$ cat config.mk
export PLATFORM = sky130hd
export DESIGN_NAME = host_bus_strap_config
export DESIGN_NICKNAME = d
export VERILOG_FILES = /design/src/host_port_pkg.sv /design/src/strap_latch.sv /design/src/host_bus_strap_config.sv
export VERILOG_INCLUDE_DIRS = /design/src /design/src/src
export SDC_FILE = /design/constraint.sdc
export NUM_CORES = 1
export LEC_CHECK = 0
export ABC_AREA = 1
export BUFFER_PORTS_ARGS = -buffer_cell sky130_fd_sc_hd__buf_2
export CAP_MARGIN = 30
export CORE_AREA = 2 2 65 67
export CTS_BUF_LIST = sky130_fd_sc_hd__clkbuf_8
export DETAILED_ROUTE_END_ITERATION = 10
export DIE_AREA = 0 0 67 69
export GPL_ROUTABILITY_DRIVEN = 0
export HOLD_SLACK_MARGIN = 0.06
export PLACE_DENSITY = 0.81
export SYNTH_ARGS = -nofsm -noshare
export SYNTH_HDL_FRONTEND = slang
export SYNTH_SLANG_ARGS = --single-unit
$ cat constraint.sdc
create_clock -name sys_clk -period 1.2 [get_ports sys_clk]
set_input_delay 0.3 -clock sys_clk [delete_from_list [all_inputs] [get_ports sys_clk]]
set_output_delay 0.3 -clock sys_clk [all_outputs]
set_load 0.01 [all_outputs]
$ cat src/host_port_defines.svh
`ifndef HOST_PORT_DEFINES_SVH
`define HOST_PORT_DEFINES_SVH

// Host address pin span: word address bits 2 up to ADDR_MSB
`define ADDR_LSB 2
`define ADDR_MSB_DEFAULT 15
// Level that selects little endian, 32 bit and multiplexed bus
`define STRAP_LITTLE_LVL 1'b1
`define STRAP_WIDE_LVL 1'b1
`define STRAP_MUX_LVL 1'b1
// Reset values of the latched strap configuration
`define CFG_LITTLE_RST 1'b0
`define CFG_WIDE_RST 1'b0
`define CFG_MUX_RST 1'b0
// Chip select idle level
`define CS_IDLE_LVL 1'b1

`endif

$ cat src/host_port_pkg.sv
package host_port_pkg;
    // Bus configuration latched from the straps
    typedef struct packed {
        logic little_endian;
        logic wide_bus;
        logic multiplexed;
    } bus_cfg_s;

    typedef enum logic [1:0] {
        ST_STRAP = 2'b00,
        ST_IDLE = 2'b01,
        ST_ACCESS = 2'b10
    } access_state_e;
endpackage

$ cat src/strap_latch.sv
`timescale 1ns/10ps
`default_nettype none
`include "host_port_defines.svh"

// Samples the straps on the first clock after reset release
module strap_latch (
    input wire logic sys_clk,
    input wire logic resetn,
    input wire logic byte_order_strap,
    input wire logic bus_width_strap,
    input wire logic bus_multiplex_strap,
    output var host_port_pkg::bus_cfg_s cfg,
    output logic cfg_valid
);
    logic taken_r;
    host_port_pkg::bus_cfg_s cfg_r;
    host_port_pkg::bus_cfg_s cfg_nxt;

    // Decode strap levels to configuration
    assign cfg_nxt.little_endian = (byte_order_strap == `STRAP_LITTLE_LVL);
    assign cfg_nxt.wide_bus = (bus_width_strap == `STRAP_WIDE_LVL);
    assign cfg_nxt.multiplexed = (bus_multiplex_strap == `STRAP_MUX_LVL);

    // Straps stay open while reset is low; caught once on the first clock after release
    always_ff @(posedge sys_clk or negedge resetn) begin
        if (!resetn) begin
            taken_r <= 1'b0;
            cfg_r <= '{`CFG_LITTLE_RST, `CFG_WIDE_RST, `CFG_MUX_RST};
        end else if (!taken_r) begin
            taken_r <= 1'b1;
            cfg_r <= cfg_nxt;
        end
    end

    assign cfg = cfg_r;
    assign cfg_valid = taken_r;
endmodule // strap_latch
`default_nettype wire

$ cat src/host_bus_strap_config.sv
// Operation
// - Capture address at chip select falling edge.
// - Chip select rising edge ends access.
// - Reset low initialises every internal register.
// - Straps open for sampling during reset.
// - Byte order strap latched; high little-endian.
// - Width strap latched; high 32, low 16.
// - Multiplex strap latched; high multiplexed bus.
// - Nonmux address sampled at CS fall, word-aligned.
// - Multiplexed: address bit2 pin becomes latch enable.
`timescale 1ns/10ps
`default_nettype none
`include "host_port_defines.svh"

module host_bus_strap_config #(
    parameter int ADDR_MSB = `ADDR_MSB_DEFAULT,
    parameter int DATA_W = 32
) (
    input wire logic sys_clk,
    input wire logic resetn,
    input wire logic byte_order_strap,
    input wire logic bus_width_strap,
    input wire logic bus_multiplex_strap,
    input wire logic cs_n,
    input wire logic addr_bit2_or_latch_enable,
    input wire logic [ADDR_MSB:`ADDR_LSB+1] addr_hi,
    input wire logic [DATA_W-1:0] mux_ad,
    output logic little_endian,
    output logic wide_bus,
    output logic multiplexed,
    output logic cfg_valid,
    output logic access_start,
    output logic access_end,
    output logic access_active,
    output logic [ADDR_MSB:`ADDR_LSB] access_addr
);
    // Elaboration check: address pins must fit inside the multiplexed bus
    if (ADDR_MSB <= `ADDR_LSB || ADDR_MSB >= DATA_W || DATA_W != 32) begin : g_bad_param
        $error("host_bus_strap_config: unsupported ADDR_MSB or DATA_W");
    end

    host_port_pkg::bus_cfg_s cfg;
    host_port_pkg::access_state_e state_r;
    host_port_pkg::access_state_e state_nxt;
    logic cs_prev_r;
    logic [ADDR_MSB:`ADDR_LSB] ale_addr_r;
    logic [ADDR_MSB:`ADDR_LSB] addr_r;
    logic start_r;
    logic end_r;
    logic cs_fall;
    logic cs_rise;
    logic take;
    logic ale_on;
    logic [ADDR_MSB:`ADDR_LSB] pin_addr;
    logic [ADDR_MSB:`ADDR_LSB] sel_addr;

    strap_latch u_strap (
        .sys_clk(sys_clk),
        .resetn(resetn),
        .byte_order_strap(byte_order_strap),
        .bus_width_strap(bus_width_strap),
        .bus_multiplex_strap(bus_multiplex_strap),
        .cfg(cfg),
        .cfg_valid(cfg_valid)
    );

    // Chip select edges frame each access; ignored until straps are held
    assign cs_fall = cfg_valid && cs_prev_r && !cs_n;
    assign cs_rise = !cs_prev_r && cs_n;
    // A fall is taken outside an access, also in the cycle that leaves the strap state
    assign take = cs_fall && (state_r != host_port_pkg::ST_ACCESS);
    // Pin 2 is an address bit or the latch enable depending on the bus mode
    assign ale_on = cfg.multiplexed && addr_bit2_or_latch_enable;
    assign pin_addr = {addr_hi, addr_bit2_or_latch_enable};
    assign sel_addr = cfg.multiplexed ? ale_addr_r : pin_addr;

    // Access state walk; a new fall needs chip select back high first
    always_comb begin
        state_nxt = state_r;
        case (state_r)
            host_port_pkg::ST_STRAP: begin
                if (take) begin
                    state_nxt = host_port_pkg::ST_ACCESS;
                end else if (cfg_valid) begin
                    state_nxt = host_port_pkg::ST_IDLE;
                end
            end
            host_port_pkg::ST_IDLE: begin
                if (cs_fall) begin
                    state_nxt = host_port_pkg::ST_ACCESS;
                end
            end
            host_port_pkg::ST_ACCESS: begin
                if (cs_rise) begin
                    state_nxt = host_port_pkg::ST_IDLE;
                end
            end
            default: state_nxt = host_port_pkg::ST_STRAP;
        endcase
    end

    // Every register forced to its initial value while reset is low
    always_ff @(posedge sys_clk or negedge resetn) begin
        if (!resetn) begin
            state_r <= host_port_pkg::ST_STRAP;
            cs_prev_r <= `CS_IDLE_LVL;
            ale_addr_r <= '0;
            addr_r <= '0;
            start_r <= 1'b0;
            end_r <= 1'b0;
        end else begin
            state_r <= state_nxt;
            cs_prev_r <= cs_n;
            start_r <= take;
            end_r <= (state_r == host_port_pkg::ST_ACCESS) && cs_rise;
            if (ale_on) begin
                ale_addr_r <= mux_ad[ADDR_MSB:`ADDR_LSB];
            end
            if (take) begin
                addr_r <= sel_addr;
            end
        end
    end

    assign little_endian = cfg.little_endian;
    assign wide_bus = cfg.wide_bus;
    assign multiplexed = cfg.multiplexed;
    assign access_start = start_r;
    assign access_end = end_r;
    assign access_active = (state_r == host_port_pkg::ST_ACCESS);
    assign access_addr = addr_r;
endmodule // host_bus_strap_config
`default_nettype wire

Yosys cells after proc, flatten, opt, wreduce, memory -nomap -nowiden
Cells that the tools add are included.
{ "totals": {"reg_bits": 37, "latchBits": 0, "ram_bits": 0, "mem_bits_ro": 0, "input_bits": 52, "elab_cells": 32, "memories": 0} }
{ "op_classes": {"n_addsub": 0, "n_mul": 0, "div": 0, "n_lt_le_gt_ge": 0, "eq_ne": 6, "shifts": 0, "n_mux": 6, "bitwise_logic": 0, "n_reduce_logical": 10} }
{ "ops": {"columns": ["cell", "n"], "rows": [
  ["$mux W14", 1],
  ["$mux W2", 4],
  ["$logic_and A1 B1 Y1", 6],
  ["$pmux W2 S3", 1],
  ["$ne A2 B2 Y1 const B", 2],
  ["$ne A3 B2 Y1 const B", 1],
  ["$reduce_and A3 Y1", 1],
  ["$eq A2 B1 Y1 const B", 1],
  ["$eq A2 B2 Y1 const B", 1],
  ["$logic_not A1 Y1", 2],
  ["$logic_not A2 Y1", 1],
  ["$ne A2 B1 Y1 const B", 1]
]} }

Longest topological paths before layout
Gate-level depths: netlist (run 1).
{ "logic_depth": {"depth_word": 5, "mapped_depth": 6, "ltp_nobuf": 5} }

By module
A second synthesis (run 1) with hierarchy kept.
{ "unflattened": {"cells_unflattened": 204, "hier_area_um2": 1661.6} }
{ "modules_own_cells": {"columns": ["module", "instances", "cells_each", "area_per_inst_um2"], "rows": [
  ["host_bus_strap_config", 1, 189, 1520.2],
  ["strap_latch", 1, 15, 141.4]
]} }

Worst setup path before layout (run 1)
No wires, ideal clock.
{ "synth_path": {"kind": "register -> register", "startpoint": "register cs_prev_r", "endpoint": "register addr_r (netlist bit access_addr[5])", "setup_ns": 0.117, "arrival_time_ns": 1.048, "required_ns": 1.083, "setup_slack_ns": 0.035, "path_stages_with_launch": 7, "n_path_buf": 1, "period_less_slack_ns": 1.165, "cell_sequence": "dfstp_2 -> inv_1 -> nor2_1 -> nand3_1 -> buf_2 -> nand2_1 -> nand2_1"} }
{ "synth_between": {"elab_chain_cells": 3} }
{ "synth_rtl": {"columns": ["item", "line_no", "rtl"], "rows": [
  ["from (decl)", "host_bus_strap_config.sv:45", "logic cs_prev_r;"],
  ["from (signal assigned)", "host_bus_strap_config.sv:106", "cs_prev_r <= `CS_IDLE_LVL;"],
  ["from (signal assigned)", "host_bus_strap_config.sv:113", "cs_prev_r <= cs_n;"],
  ["$logic_and A1 B1 Y1 (2 in a row)", "host_bus_strap_config.sv:68", "assign cs_fall = cfg_valid && cs_prev_r && !cs_n;"],
  ["$logic_and A1 B1 Y1", "host_bus_strap_config.sv:71", "assign take = cs_fall && (state_r != host_port_pkg::ST_ACCESS);"],
  ["to (signal assigned)", "host_bus_strap_config.sv:120", "addr_r <= sel_addr;"],
  ["to (decl)", "host_bus_strap_config.sv:47", "logic [ADDR_MSB:`ADDR_LSB] addr_r;"]
]} }
No other way between the ends.
A chain may end at the register's enable or synchronous reset.

Worst setup path in the final report (run 1)
{ "layout_path": {"startpoint": "register state_r[0]", "endpoint": "output access_active"} }
{ "layout_between": {"elab_chain_cells": 1} }
{ "layout_rtl": {"columns": ["item", "line_no", "rtl"], "rows": [
  ["from (decl)", "host_bus_strap_config.sv:43", "host_port_pkg::access_state_e state_r;"],
  ["from (signal assigned)", "host_bus_strap_config.sv:105", "state_r <= host_port_pkg::ST_STRAP;"],
  ["from (signal assigned)", "host_bus_strap_config.sv:112", "state_r <= state_nxt;"],
  ["$eq A2 B2 Y1", "host_bus_strap_config.sv:130", "assign access_active = (state_r == host_port_pkg::ST_ACCESS);"],
  ["to (decl)", "host_bus_strap_config.sv:34", "output logic access_active,"]
]} }
No other way between the ends.

==> flow_summary.json, run 1 <==
{
  "ys_ff_latch": 37,
  "cp-startpoint": "state_r[0]$_DFFE_PN0P_",
  "r2r_start": "u_strap.cfg_valid$_DFF_PN0_",
  "cts_buffers": 5,
  "combPwrFrac_pct": 22.6,
  "antenna_left": 0,
  "synth_top_area_share_pct": 55.6,
  "drtIter0Drc": 95,
  "core_um2": 3910,
  "ys_async_sr_fraction_pct": 100,
  "grt_pass1_wl_um": 5730,
  "p_per_area_nw_per_um2": 1420,
  "vdd.ir_drop.worst_mv": 0.592,
  "cp.arrival_ps": 920,
  "rsz0062_at_grt": "true",
  "swShare_pct": 29.0,
  "fp.dieW_um": 67,
  "netlist_area_um2": 1620,
  "die_area_um2": 4620,
  "r2r_end": "u_strap.cfg[0]$_DFFE_PN0N_",
  "first_pass_iters": 4,
  "clkPwrFrac_pct": 25.8,
  "fin_nets": 314,
  "violations": "setup timing",
  "yosysWarnings": 0,
  "slew_viol_final": 0,
  "min_period_ps": 1220,
  "regToRegSetupSlack_ps": 50,
  "max_freq_mhz": 818,
  "end_kind": "output port",
  "synth.avg_cell_area_um2": 8.22,
  "synth.largest_area_cell": "dfrtp_1",
  "antenna_cells": 0,
  "route.detailed.drc": 0,
  "wl_um": 3290,
  "die_h_um": 69,
  "dp_hpwl_um": 2470,
  "setup-tns-final_ps": -40.9,
  "postSynthCellCount": 197,
  "routedWlPerCell_um": 10.5,
  "utilization_pct": 55.3,
  "final_hold_viol_count": 0,
  "ctsHtreeMaxLevel": 2,
  "ioPinCount": 73,
  "dpl_cell_area_um2": 1970,
  "leakage_nw": 1.24,
  "cp-endpoint": "access_active",
  "grt_max_degree": 35,
  "ff2ff_path_depth": 4,
  "area_growth_pct": 33.6,
  "cap_violations": 0,
  "cp-start-kind": "flip-flop",
  "post-route-period-util_pct": 102,
  "grt_pass1_vias": 1404,
  "hold_start": "cs_n",
  "vias_per_cell": 4.52,
  "synth.distinct_cells": 16,
  "dp_slack_ps": 17.8,
  "root_buffer": "clkbuf_8",
  "hold_ws_ps": 145,
  "outcome": "finished, violations left",
  "synth-edff-count": 0,
  "seq_area_frac_synth_pct": 57.2,
  "crit_fanout": 2,
  "fin_area_um2": 2160,
  "p_sw_mw": 0.888,
  "routed-via-count": 1415,
  "internal-power_mw": 2.18,
  "antenna_found_initial": 0,
  "hp-class": "in -> reg",
  "synthTopCellsByArea": "dfrtp_1 56%, nand2_1 21%, nand3_1 4.9%",
  "drive_above_1_share_pct": 32.3,
  "clk_pin_slew_ps": 70,
  "yosys.cell_count.top_type": "nand2_1",
  "rows": 23,
  "track_usage_pct": 15.7,
  "tritoncts": "done",
  "critPathKind": "reg -> out",
  "start_util_pct": 41.4,
  "cts.sinks": 37,
  "clkLatencyLatePin_ps": 280,
  "setup_ws_ps": -22.2,
  "seqPwrFrac_pct": 51.6,
  "clockBufferDepth": 2,
  "synthesis.nets": 249,
  "ys.flop_type": "dfrtp_1",
  "setup_viol": 2,
  "fin_skew_ps": 5.83,
  "synth_common_cells": "90 x nand2_1, 36 x dfrtp_1, 18 x inv_1, 16 x nand3_1, 15 x o21ai_0",
  "io_buffers": 54,
  "overflow": 0,
  "worstPathRequired_ps": 900
}
[kinds of logic (layout without fill, tap and decap cells)]
group	Yosys count	count (layout)	synth area share [%]
compound gates	15	15	4.63
buf+inv	28	94	7.41
flops	37	37	57.2
mux	3	3	2.08
other cells	1	1	0.231
simple gates	113	113	28.4
[power groups by stage]
stage	clock, mW	sequential [mW]	combinational, mW
4_1_cts	0.816	1.58	0.687
5_1_grt	0.865	1.61	0.793
2_1_floorplan	0	1.64	0.313
6_report	0.790	1.58	0.692
3_3_place_gp	0	1.60	0.627
3_5_place_dp	0	1.60	0.644
[how the worst min path moves through the flow]
stage                                              to  slack (ps)  cells past startpoint
after detailed placement         access_end$_DFF_PN0_         230                      1
after floorplan           access_addr[10]$_DFFE_PN0P_           4                      0
final                             cs_prev_r$_DFF_PN1_         140                      1
after global placement     u_strap.cfg[1]$_DFFE_PN0N_         230                      1
after CTS                         cs_prev_r$_DFF_PN1_         140                      1
after global routing              cs_prev_r$_DFF_PN1_         140                      1
[state kept, by name, indices dropped and copies added, names as in the netlist]
signal / cells
access_end: 1
u_strap.cfg_valid: 1
access_addr: 14
access_start: 1
cs_prev_r: 1
ale_addr_r: 14
u_strap.cfg: 3
state_r: 2
[metal layers]
layer | up-vias | part of all wire (%) | wire [µm] | global-route usage [%]
met5 | - | 0 | 0 | 0
met4 | 0 | 1.5 | 48 | 7.48
met3 | 4 | 6.2 | 205 | 2.45
met2 | 43 | 50 | 1630 | 25.7
met1 | 634 | 43 | 1400 | 19.7
li1 | 734 | - | - | -
[critical path, cell delays in order (launching register included)]
cell and delay, ps:
dfrtp_1 410, nor2_4 130, buf_6 100
[final cells by class]
cell class | instances | area, µm²
fill | 384 | 1750
sequential | 37 | 930
multi-input combinational | 132 | 581
timing repair buffer | 68 | 442
clock buffer | 5 | 68.8
inverter | 18 | 67.6
tap | 50 | 62.6
clock inverter | 3 | 13.8
[what timing repair did]
action,CTS,global route
buffers inserted,5,2
resized for setup,7,3
hold buffers,1,0
pin swaps,1,2
setup endpoints to repair,5,18
hold endpoints to repair,13,0
[per-stage QoR]
step	total power, mW	std cells
after floorplan	1.95	197
final	3.06	313
after CTS	3.08	311
after global routing	3.26	313
after detailed placement	2.25	297
after global placement	2.23	297
[cells in the final DEF (no fill, tap or decap)]
master	synthesis	routed
o21ai_0	15	15
dlygate4sd3_1	0	1
nor2_4	1	2
mux2_2	3	3
inv_2	0	1
buf_4	0	8
dfstp_2	1	1
dfrtp_2	0	2
nor2_1	4	4
buf_2	5	51
inv_1	18	18
nand3_1	16	16
buf_6	1	5
clkinv_2	0	2
nand2_2	0	1
nand2_1	90	89
clkbuf_8	0	5
nand3_2	1	1
buf_12	0	3
conb_1	1	1
dfrtp_1	36	34
Note: power is estimated with default switching activity, not from simulation.
==> inputs of run 2 (changes only) <==
PLACE_DENSITY = 0.83   (was 0.81)
==> flow_summary.json, run 2 (synthesized netlist as in run 1, its figures left out) <==
{
  "outcome": "finished, violations left",
  "violations": "setup timing",
  "start_util_pct": 41.4,
  "cp-endpoint": "access_active",
  "min_period_ps": 1270,
  "ctsHtreeMaxLevel": 2,
  "dp_slack_ps": 23.1,
  "fin_skew_ps": 7.86,
  "cp_cell_sequence": "nor2_4, buf_6",
  "max_freq_mhz": 786,
  "combPwrFrac_pct": 20.3,
  "top_layer_used": "met4",
  "hp-class": "in -> reg",
  "crit_slowest_cell": "dfrtp_2",
  "drive_above_1_share_pct": 41.0,
  "critPathKind": "reg -> out",
  "cp_num_buf_inv": 1,
  "layoutNonFillerInstCount": 316,
  "r2r_end": "access_addr[5]$_DFFE_PN0P_",
  "core_um2": 3910,
  "total_power_mw": 3.60,
  "setup_ws_ps": -72.6,
  "met1Wirelength_um": 1550,
  "ioPinCount": 73,
  "wl_met2_um": 1770,
  "track_usage_pct": 16.2,
  "internal-power_mw": 2.62,
  "drtIter0Drc": 63,
  "cts.sinks": 37,
  "vias_per_cell": 4.55,
  "tritoncts": "done",
  "crit_fanout": 4,
  "clkLatencyLatePin_ps": 300,
  "regToRegSetupSlack_ps": -30,
  "die_area_um2": 4620,
  "final_hold_viol_count": 0,
  "cp.arrival_ps": 970,
  "antenna_cells": 0,
  "routedWlPerCell_um": 11.4,
  "dp_cells": 298,
  "ff2ff_path_depth": 6,
  "fin_nets": 317,
  "seqPwrFrac_pct": 44.2,
  "wl_um": 3600,
  "grt_pass1_vias": 1323,
  "die_h_um": 69,
  "worstPathRequired_ps": 900,
  "post-route-period-util_pct": 106,
  "grt_pass1_wl_um": 5700,
  "rows": 23,
  "leakage_nw": 1.31,
  "dp_hpwl_um": 2490,
  "setup_viol": 9,
  "p_sw_mw": 0.983,
  "cts_buffers": 5,
  "layout_commonest_cell": "nand2_1",
  "slowest_delay_ps": 440,
  "cp-start-kind": "flip-flop",
  "route.detailed.drc": 0,
  "area_growth_pct": 42.3,
  "p_per_area_nw_per_um2": 1560,
  "antenna_left": 0,
  "clkPwrFrac_pct": 35.5,
  "root_buffer": "clkbuf_8",
  "overflow": 0,
  "cp.depth": 2,
  "cap_violations": 0,
  "swShare_pct": 27.3,
  "r2r_start": "cs_prev_r$_DFF_PN1_",
  "end_kind": "output port",
  "antenna_found_initial": 0,
  "slew_viol_final": 0,
  "clockBufferDepth": 2,
  "grt_max_degree": 38,
  "setup-tns-final_ps": -228,
  "final_cell_mix": "72 x nand2_1, 53 x buf_2, 33 x dfrtp_1, 16 x inv_1",
  "rsz0062_at_grt": "true",
  "io_buffers": 54,
  "crit_family": "flip-flops",
  "vdd.ir_drop.worst_mv": 0.653,
  "first_pass_iters": 4,
  "fp.dieW_um": 67,
  "cp-startpoint": "state_r[0]$_DFFE_PN0P_",
  "routed-via-count": 1437,
  "clk_pin_slew_ps": 80,
  "wl_met3_um": 158
}
## run 2: cell count changes in the layout (fill, tap and decap cells not counted), moves of 2 or more
cell       change
buf_2          +2
buf_4          +2
bufinv_16      +2
inv_1          -2
nand2_1       -17
nand2_2       +14
nand2_4        +3
o21ai_0        -4
o21ai_1        +4
## run 2: worst reg2reg max path: stages (launching register included)
cell,delay (ps)
dfstp_2,550
buf_6,100
nand3_4,80
nor2_4,150
clkbuf_16,190
nand2_1,50
nand2_1,50
## run 2: metal layers
layer	vias up	global-route usage, %
met3	10	2.94
met2	37	24.8
met5	-	0
li1	737	-
met1	653	20.7
met4	0	10.2
## run 2: how the worst min path moves through the flow
| stage | start | to | depth (start not counted) |
|---|---|---|---|
| after floorplan | resetn | access_addr[10]$_DFFE_PN0P_ | 0 |
| after CTS | cs_n | cs_prev_r$_DFF_PN1_ | 1 |
| after detailed placement | resetn | u_strap.cfg[1]$_DFFE_PN0N_ | 2 |
| after global placement | resetn | u_strap.cfg[1]$_DFFE_PN0N_ | 2 |
| final | cs_n | cs_prev_r$_DFF_PN1_ | 1 |
| after global routing | cs_n | cs_prev_r$_DFF_PN1_ | 1 |
## run 2: timing repair
item,4_1_cts,5_1_grt
setup buffers,5,2
hold buffers,1,0
resized for setup,5,34
endpoints found under the hold margin,36,0
endpoints found under the setup margin,3,20
pin swaps,1,10
gates cloned,0,2
## run 2: layout make-up
cell class,count,area (µm²)
inverter,18,67.6
fill,362,1610
sequential,37,931
timing repair buffer,71,460
clock inverter,3,65.1
clock buffer,5,68.8
multi-input combinational,132,651
tap,50,62.6
## run 2: power groups by stage
| stage | registers [mW] | logic (mW) | clock network [mW] |
|---|---|---|---|
| CTS | 1.58 | 0.681 | 1.29 |
| global placement | 1.60 | 0.622 | 0 |
| floorplan | 1.64 | 0.313 | 0 |
| detailed placement | 1.61 | 0.641 | 0 |
| global route | 1.62 | 0.827 | 1.35 |
| finish | 1.59 | 0.732 | 1.28 |
## run 2: stage by stage
step | util [%] | cell area (µm²) | hold WS [ps]
floorplan | - | 1620 | 4.41
global placement | 50.5 | 1980 | 274
detailed placement | 50.5 | 1980 | 279
CTS | 55.5 | 2170 | 112
global route | 58.9 | 2310 | 108
finish | 58.9 | 2310 | 118
==> inputs of run 3 (changes only) <==
MAX_ROUTING_LAYER = met4   (was unset)
==> flow_summary.json, run 3 (synthesized netlist as in run 1, its figures left out) <==
{
  "layout_commonest_cell": "nand2_1",
  "crit_fanout": 4,
  "crit_family": "flip-flops",
  "hold_path_depth": 1,
  "setup-tns-final_ps": -235,
  "grt_pass1_vias": 1325,
  "drtIter0Drc": 72,
  "setup_ws_ps": -72.8,
  "seqPwrFrac_pct": 44.2,
  "cts.sinks": 37,
  "end_kind": "output port",
  "ctsHtreeMaxLevel": 2,
  "fin_nets": 317,
  "core_um2": 3910,
  "wl_um": 3610,
  "clkPwrFrac_pct": 35.5,
  "utilization_pct": 58.9,
  "cp_num_buf_inv": 1,
  "die_area_um2": 4620,
  "slowest_delay_ps": 440,
  "combPwrFrac_pct": 20.3,
  "final_cell_mix": "72 x nand2_1, 53 x buf_2, 33 x dfrtp_1, 16 x inv_1",
  "routedWlPerCell_um": 11.4,
  "area_growth_pct": 42.3,
  "overflow": 0,
  "vdd.ir_drop.worst_mv": 0.653,
  "tritoncts": "done",
  "clk_pin_slew_ps": 80,
  "swShare_pct": 27.3,
  "track_usage_pct": 16.6,
  "first_pass_iters": 4,
  "grt_pass1_wl_um": 5690,
  "antenna_left": 0,
  "hold_start": "cs_n",
  "slew_viol_final": 0,
  "internal-power_mw": 2.62,
  "start_util_pct": 41.4,
  "setup_viol": 9,
  "die_h_um": 69,
  "leakage_nw": 1.31,
  "clockBufferDepth": 2,
  "rows": 23,
  "regToRegSetupSlack_ps": -30,
  "vias_per_cell": 4.59,
  "post-route-period-util_pct": 106,
  "io_buffers": 54,
  "critPathKind": "reg -> out",
  "cp.depth": 2,
  "dp_hpwl_um": 2490,
  "hp-class": "in -> reg",
  "p_sw_mw": 0.984,
  "drive_above_1_share_pct": 41.0,
  "route.detailed.drc": 0,
  "r2r_end": "access_addr[5]$_DFFE_PN0P_",
  "rsz0062_at_grt": "true",
  "hold_path_end": "cs_prev_r$_DFF_PN1_",
  "cts_buffers": 5,
  "r2r_start": "cs_prev_r$_DFF_PN1_",
  "antenna_found_initial": 0,
  "ff2ff_path_depth": 6,
  "fin_skew_ps": 8.09,
  "violations": "setup timing",
  "antenna_cells": 0,
  "cp_cell_sequence": "nor2_4, buf_6",
  "ioPinCount": 73,
  "root_buffer": "clkbuf_8",
  "final_hold_viol_count": 0,
  "cp.arrival_ps": 970,
  "crit_slowest_cell": "dfrtp_2",
  "routed-via-count": 1452,
  "p_per_area_nw_per_um2": 1560,
  "outcome": "finished, violations left",
  "clkLatencyLatePin_ps": 300,
  "min_period_ps": 1270,
  "cp-start-kind": "flip-flop",
  "fp.dieW_um": 67,
  "worstPathRequired_ps": 900,
  "cap_violations": 0,
  "max_freq_mhz": 786,
  "grt_max_degree": 38
}
run 3: cell counts in the layout (fill, tap and decap cells not counted):
Identical to the previous run, type by type.
run 3: power by group through the flow:
| stage | Sequential, mW | Combinational, mW | Clock (mW) |
|---|---|---|---|
| CTS | 1.58 | 0.681 | 1.29 |
| floorplan | 1.64 | 0.313 | 0 |
| finish | 1.59 | 0.732 | 1.28 |
| global route | 1.62 | 0.827 | 1.35 |
| detailed placement | 1.61 | 0.641 | 0 |
| global placement | 1.60 | 0.622 | 0 |
run 3: per-stage QoR:
step,area (µm²),cells,setup slack (ps),hold WS [ps],power [mW]
4_1_cts,2170,312,-84.9,112,3.56
5_1_grt,2310,316,-109,108,3.79
6_report,2310,316,-72.8,118,3.60
3_3_place_gp,1980,298,68.8,274,2.22
3_5_place_dp,1980,298,23.1,279,2.25
2_1_floorplan,1620,197,35.0,4.41,1.95
run 3: worst register-to-register path, stage by stage (launching register included):
cell and delay [ps]:
dfstp_2 550, buf_6 100, nand3_4 80, nor2_4 150
clkbuf_16 190, nand2_1 50, nand2_1 50
run 3: worst max-delay path by stage:
| stage | start | end | slack [ps] |
|---|---|---|---|
| floorplan | cs_prev_r$_DFF_PN1_ | access_addr[5]$_DFFE_PN0P_ | 40 |
| global placement | cs_prev_r$_DFF_PN1_ | access_addr[6]$_DFFE_PN0P_ | 70 |
| detailed placement | u_strap.cfg[0]$_DFFE_PN0N_ | ale_addr_r[14]$_DFFE_PN0P_ | 20 |
| CTS | state_r[1]$_DFFE_PN0P_ | access_active | -80 |
| global route | state_r[1]$_DFFE_PN0P_ | access_active | -110 |
| finish | state_r[0]$_DFFE_PN0P_ | access_active | -70 |
run 3: repair_timing:
item                                    4_1_cts  5_1_grt
hold endpoints to repair                     36        0
pin swaps                                     1       10
resized for setup                             5       34
gates cloned                                  0        2
setup buffers                                 5        2
endpoints found under the setup margin        3       20
hold buffers                                  1        0
run 3: area by class of cell:
cell class,instances,area (µm²)
Timing Repair Buffer,71,460
Clock inverter,3,65.1
Tap cell,50,62.6
Clock buffer,5,68.8
Inverter,18,67.6
Fill cell,362,1610
Sequential cell,37,931
Multi-Input combinational cell,132,651
run 3: routing by layer:
layer  GRT usage, %  routed length, µm  vias to the layer above
met3           2.61                147                       10
li1               -                  -                      736
met2           24.9               1770                       41
met5              -                  0                        -
met1           20.8               1580                      665
met4           10.2                123                        0
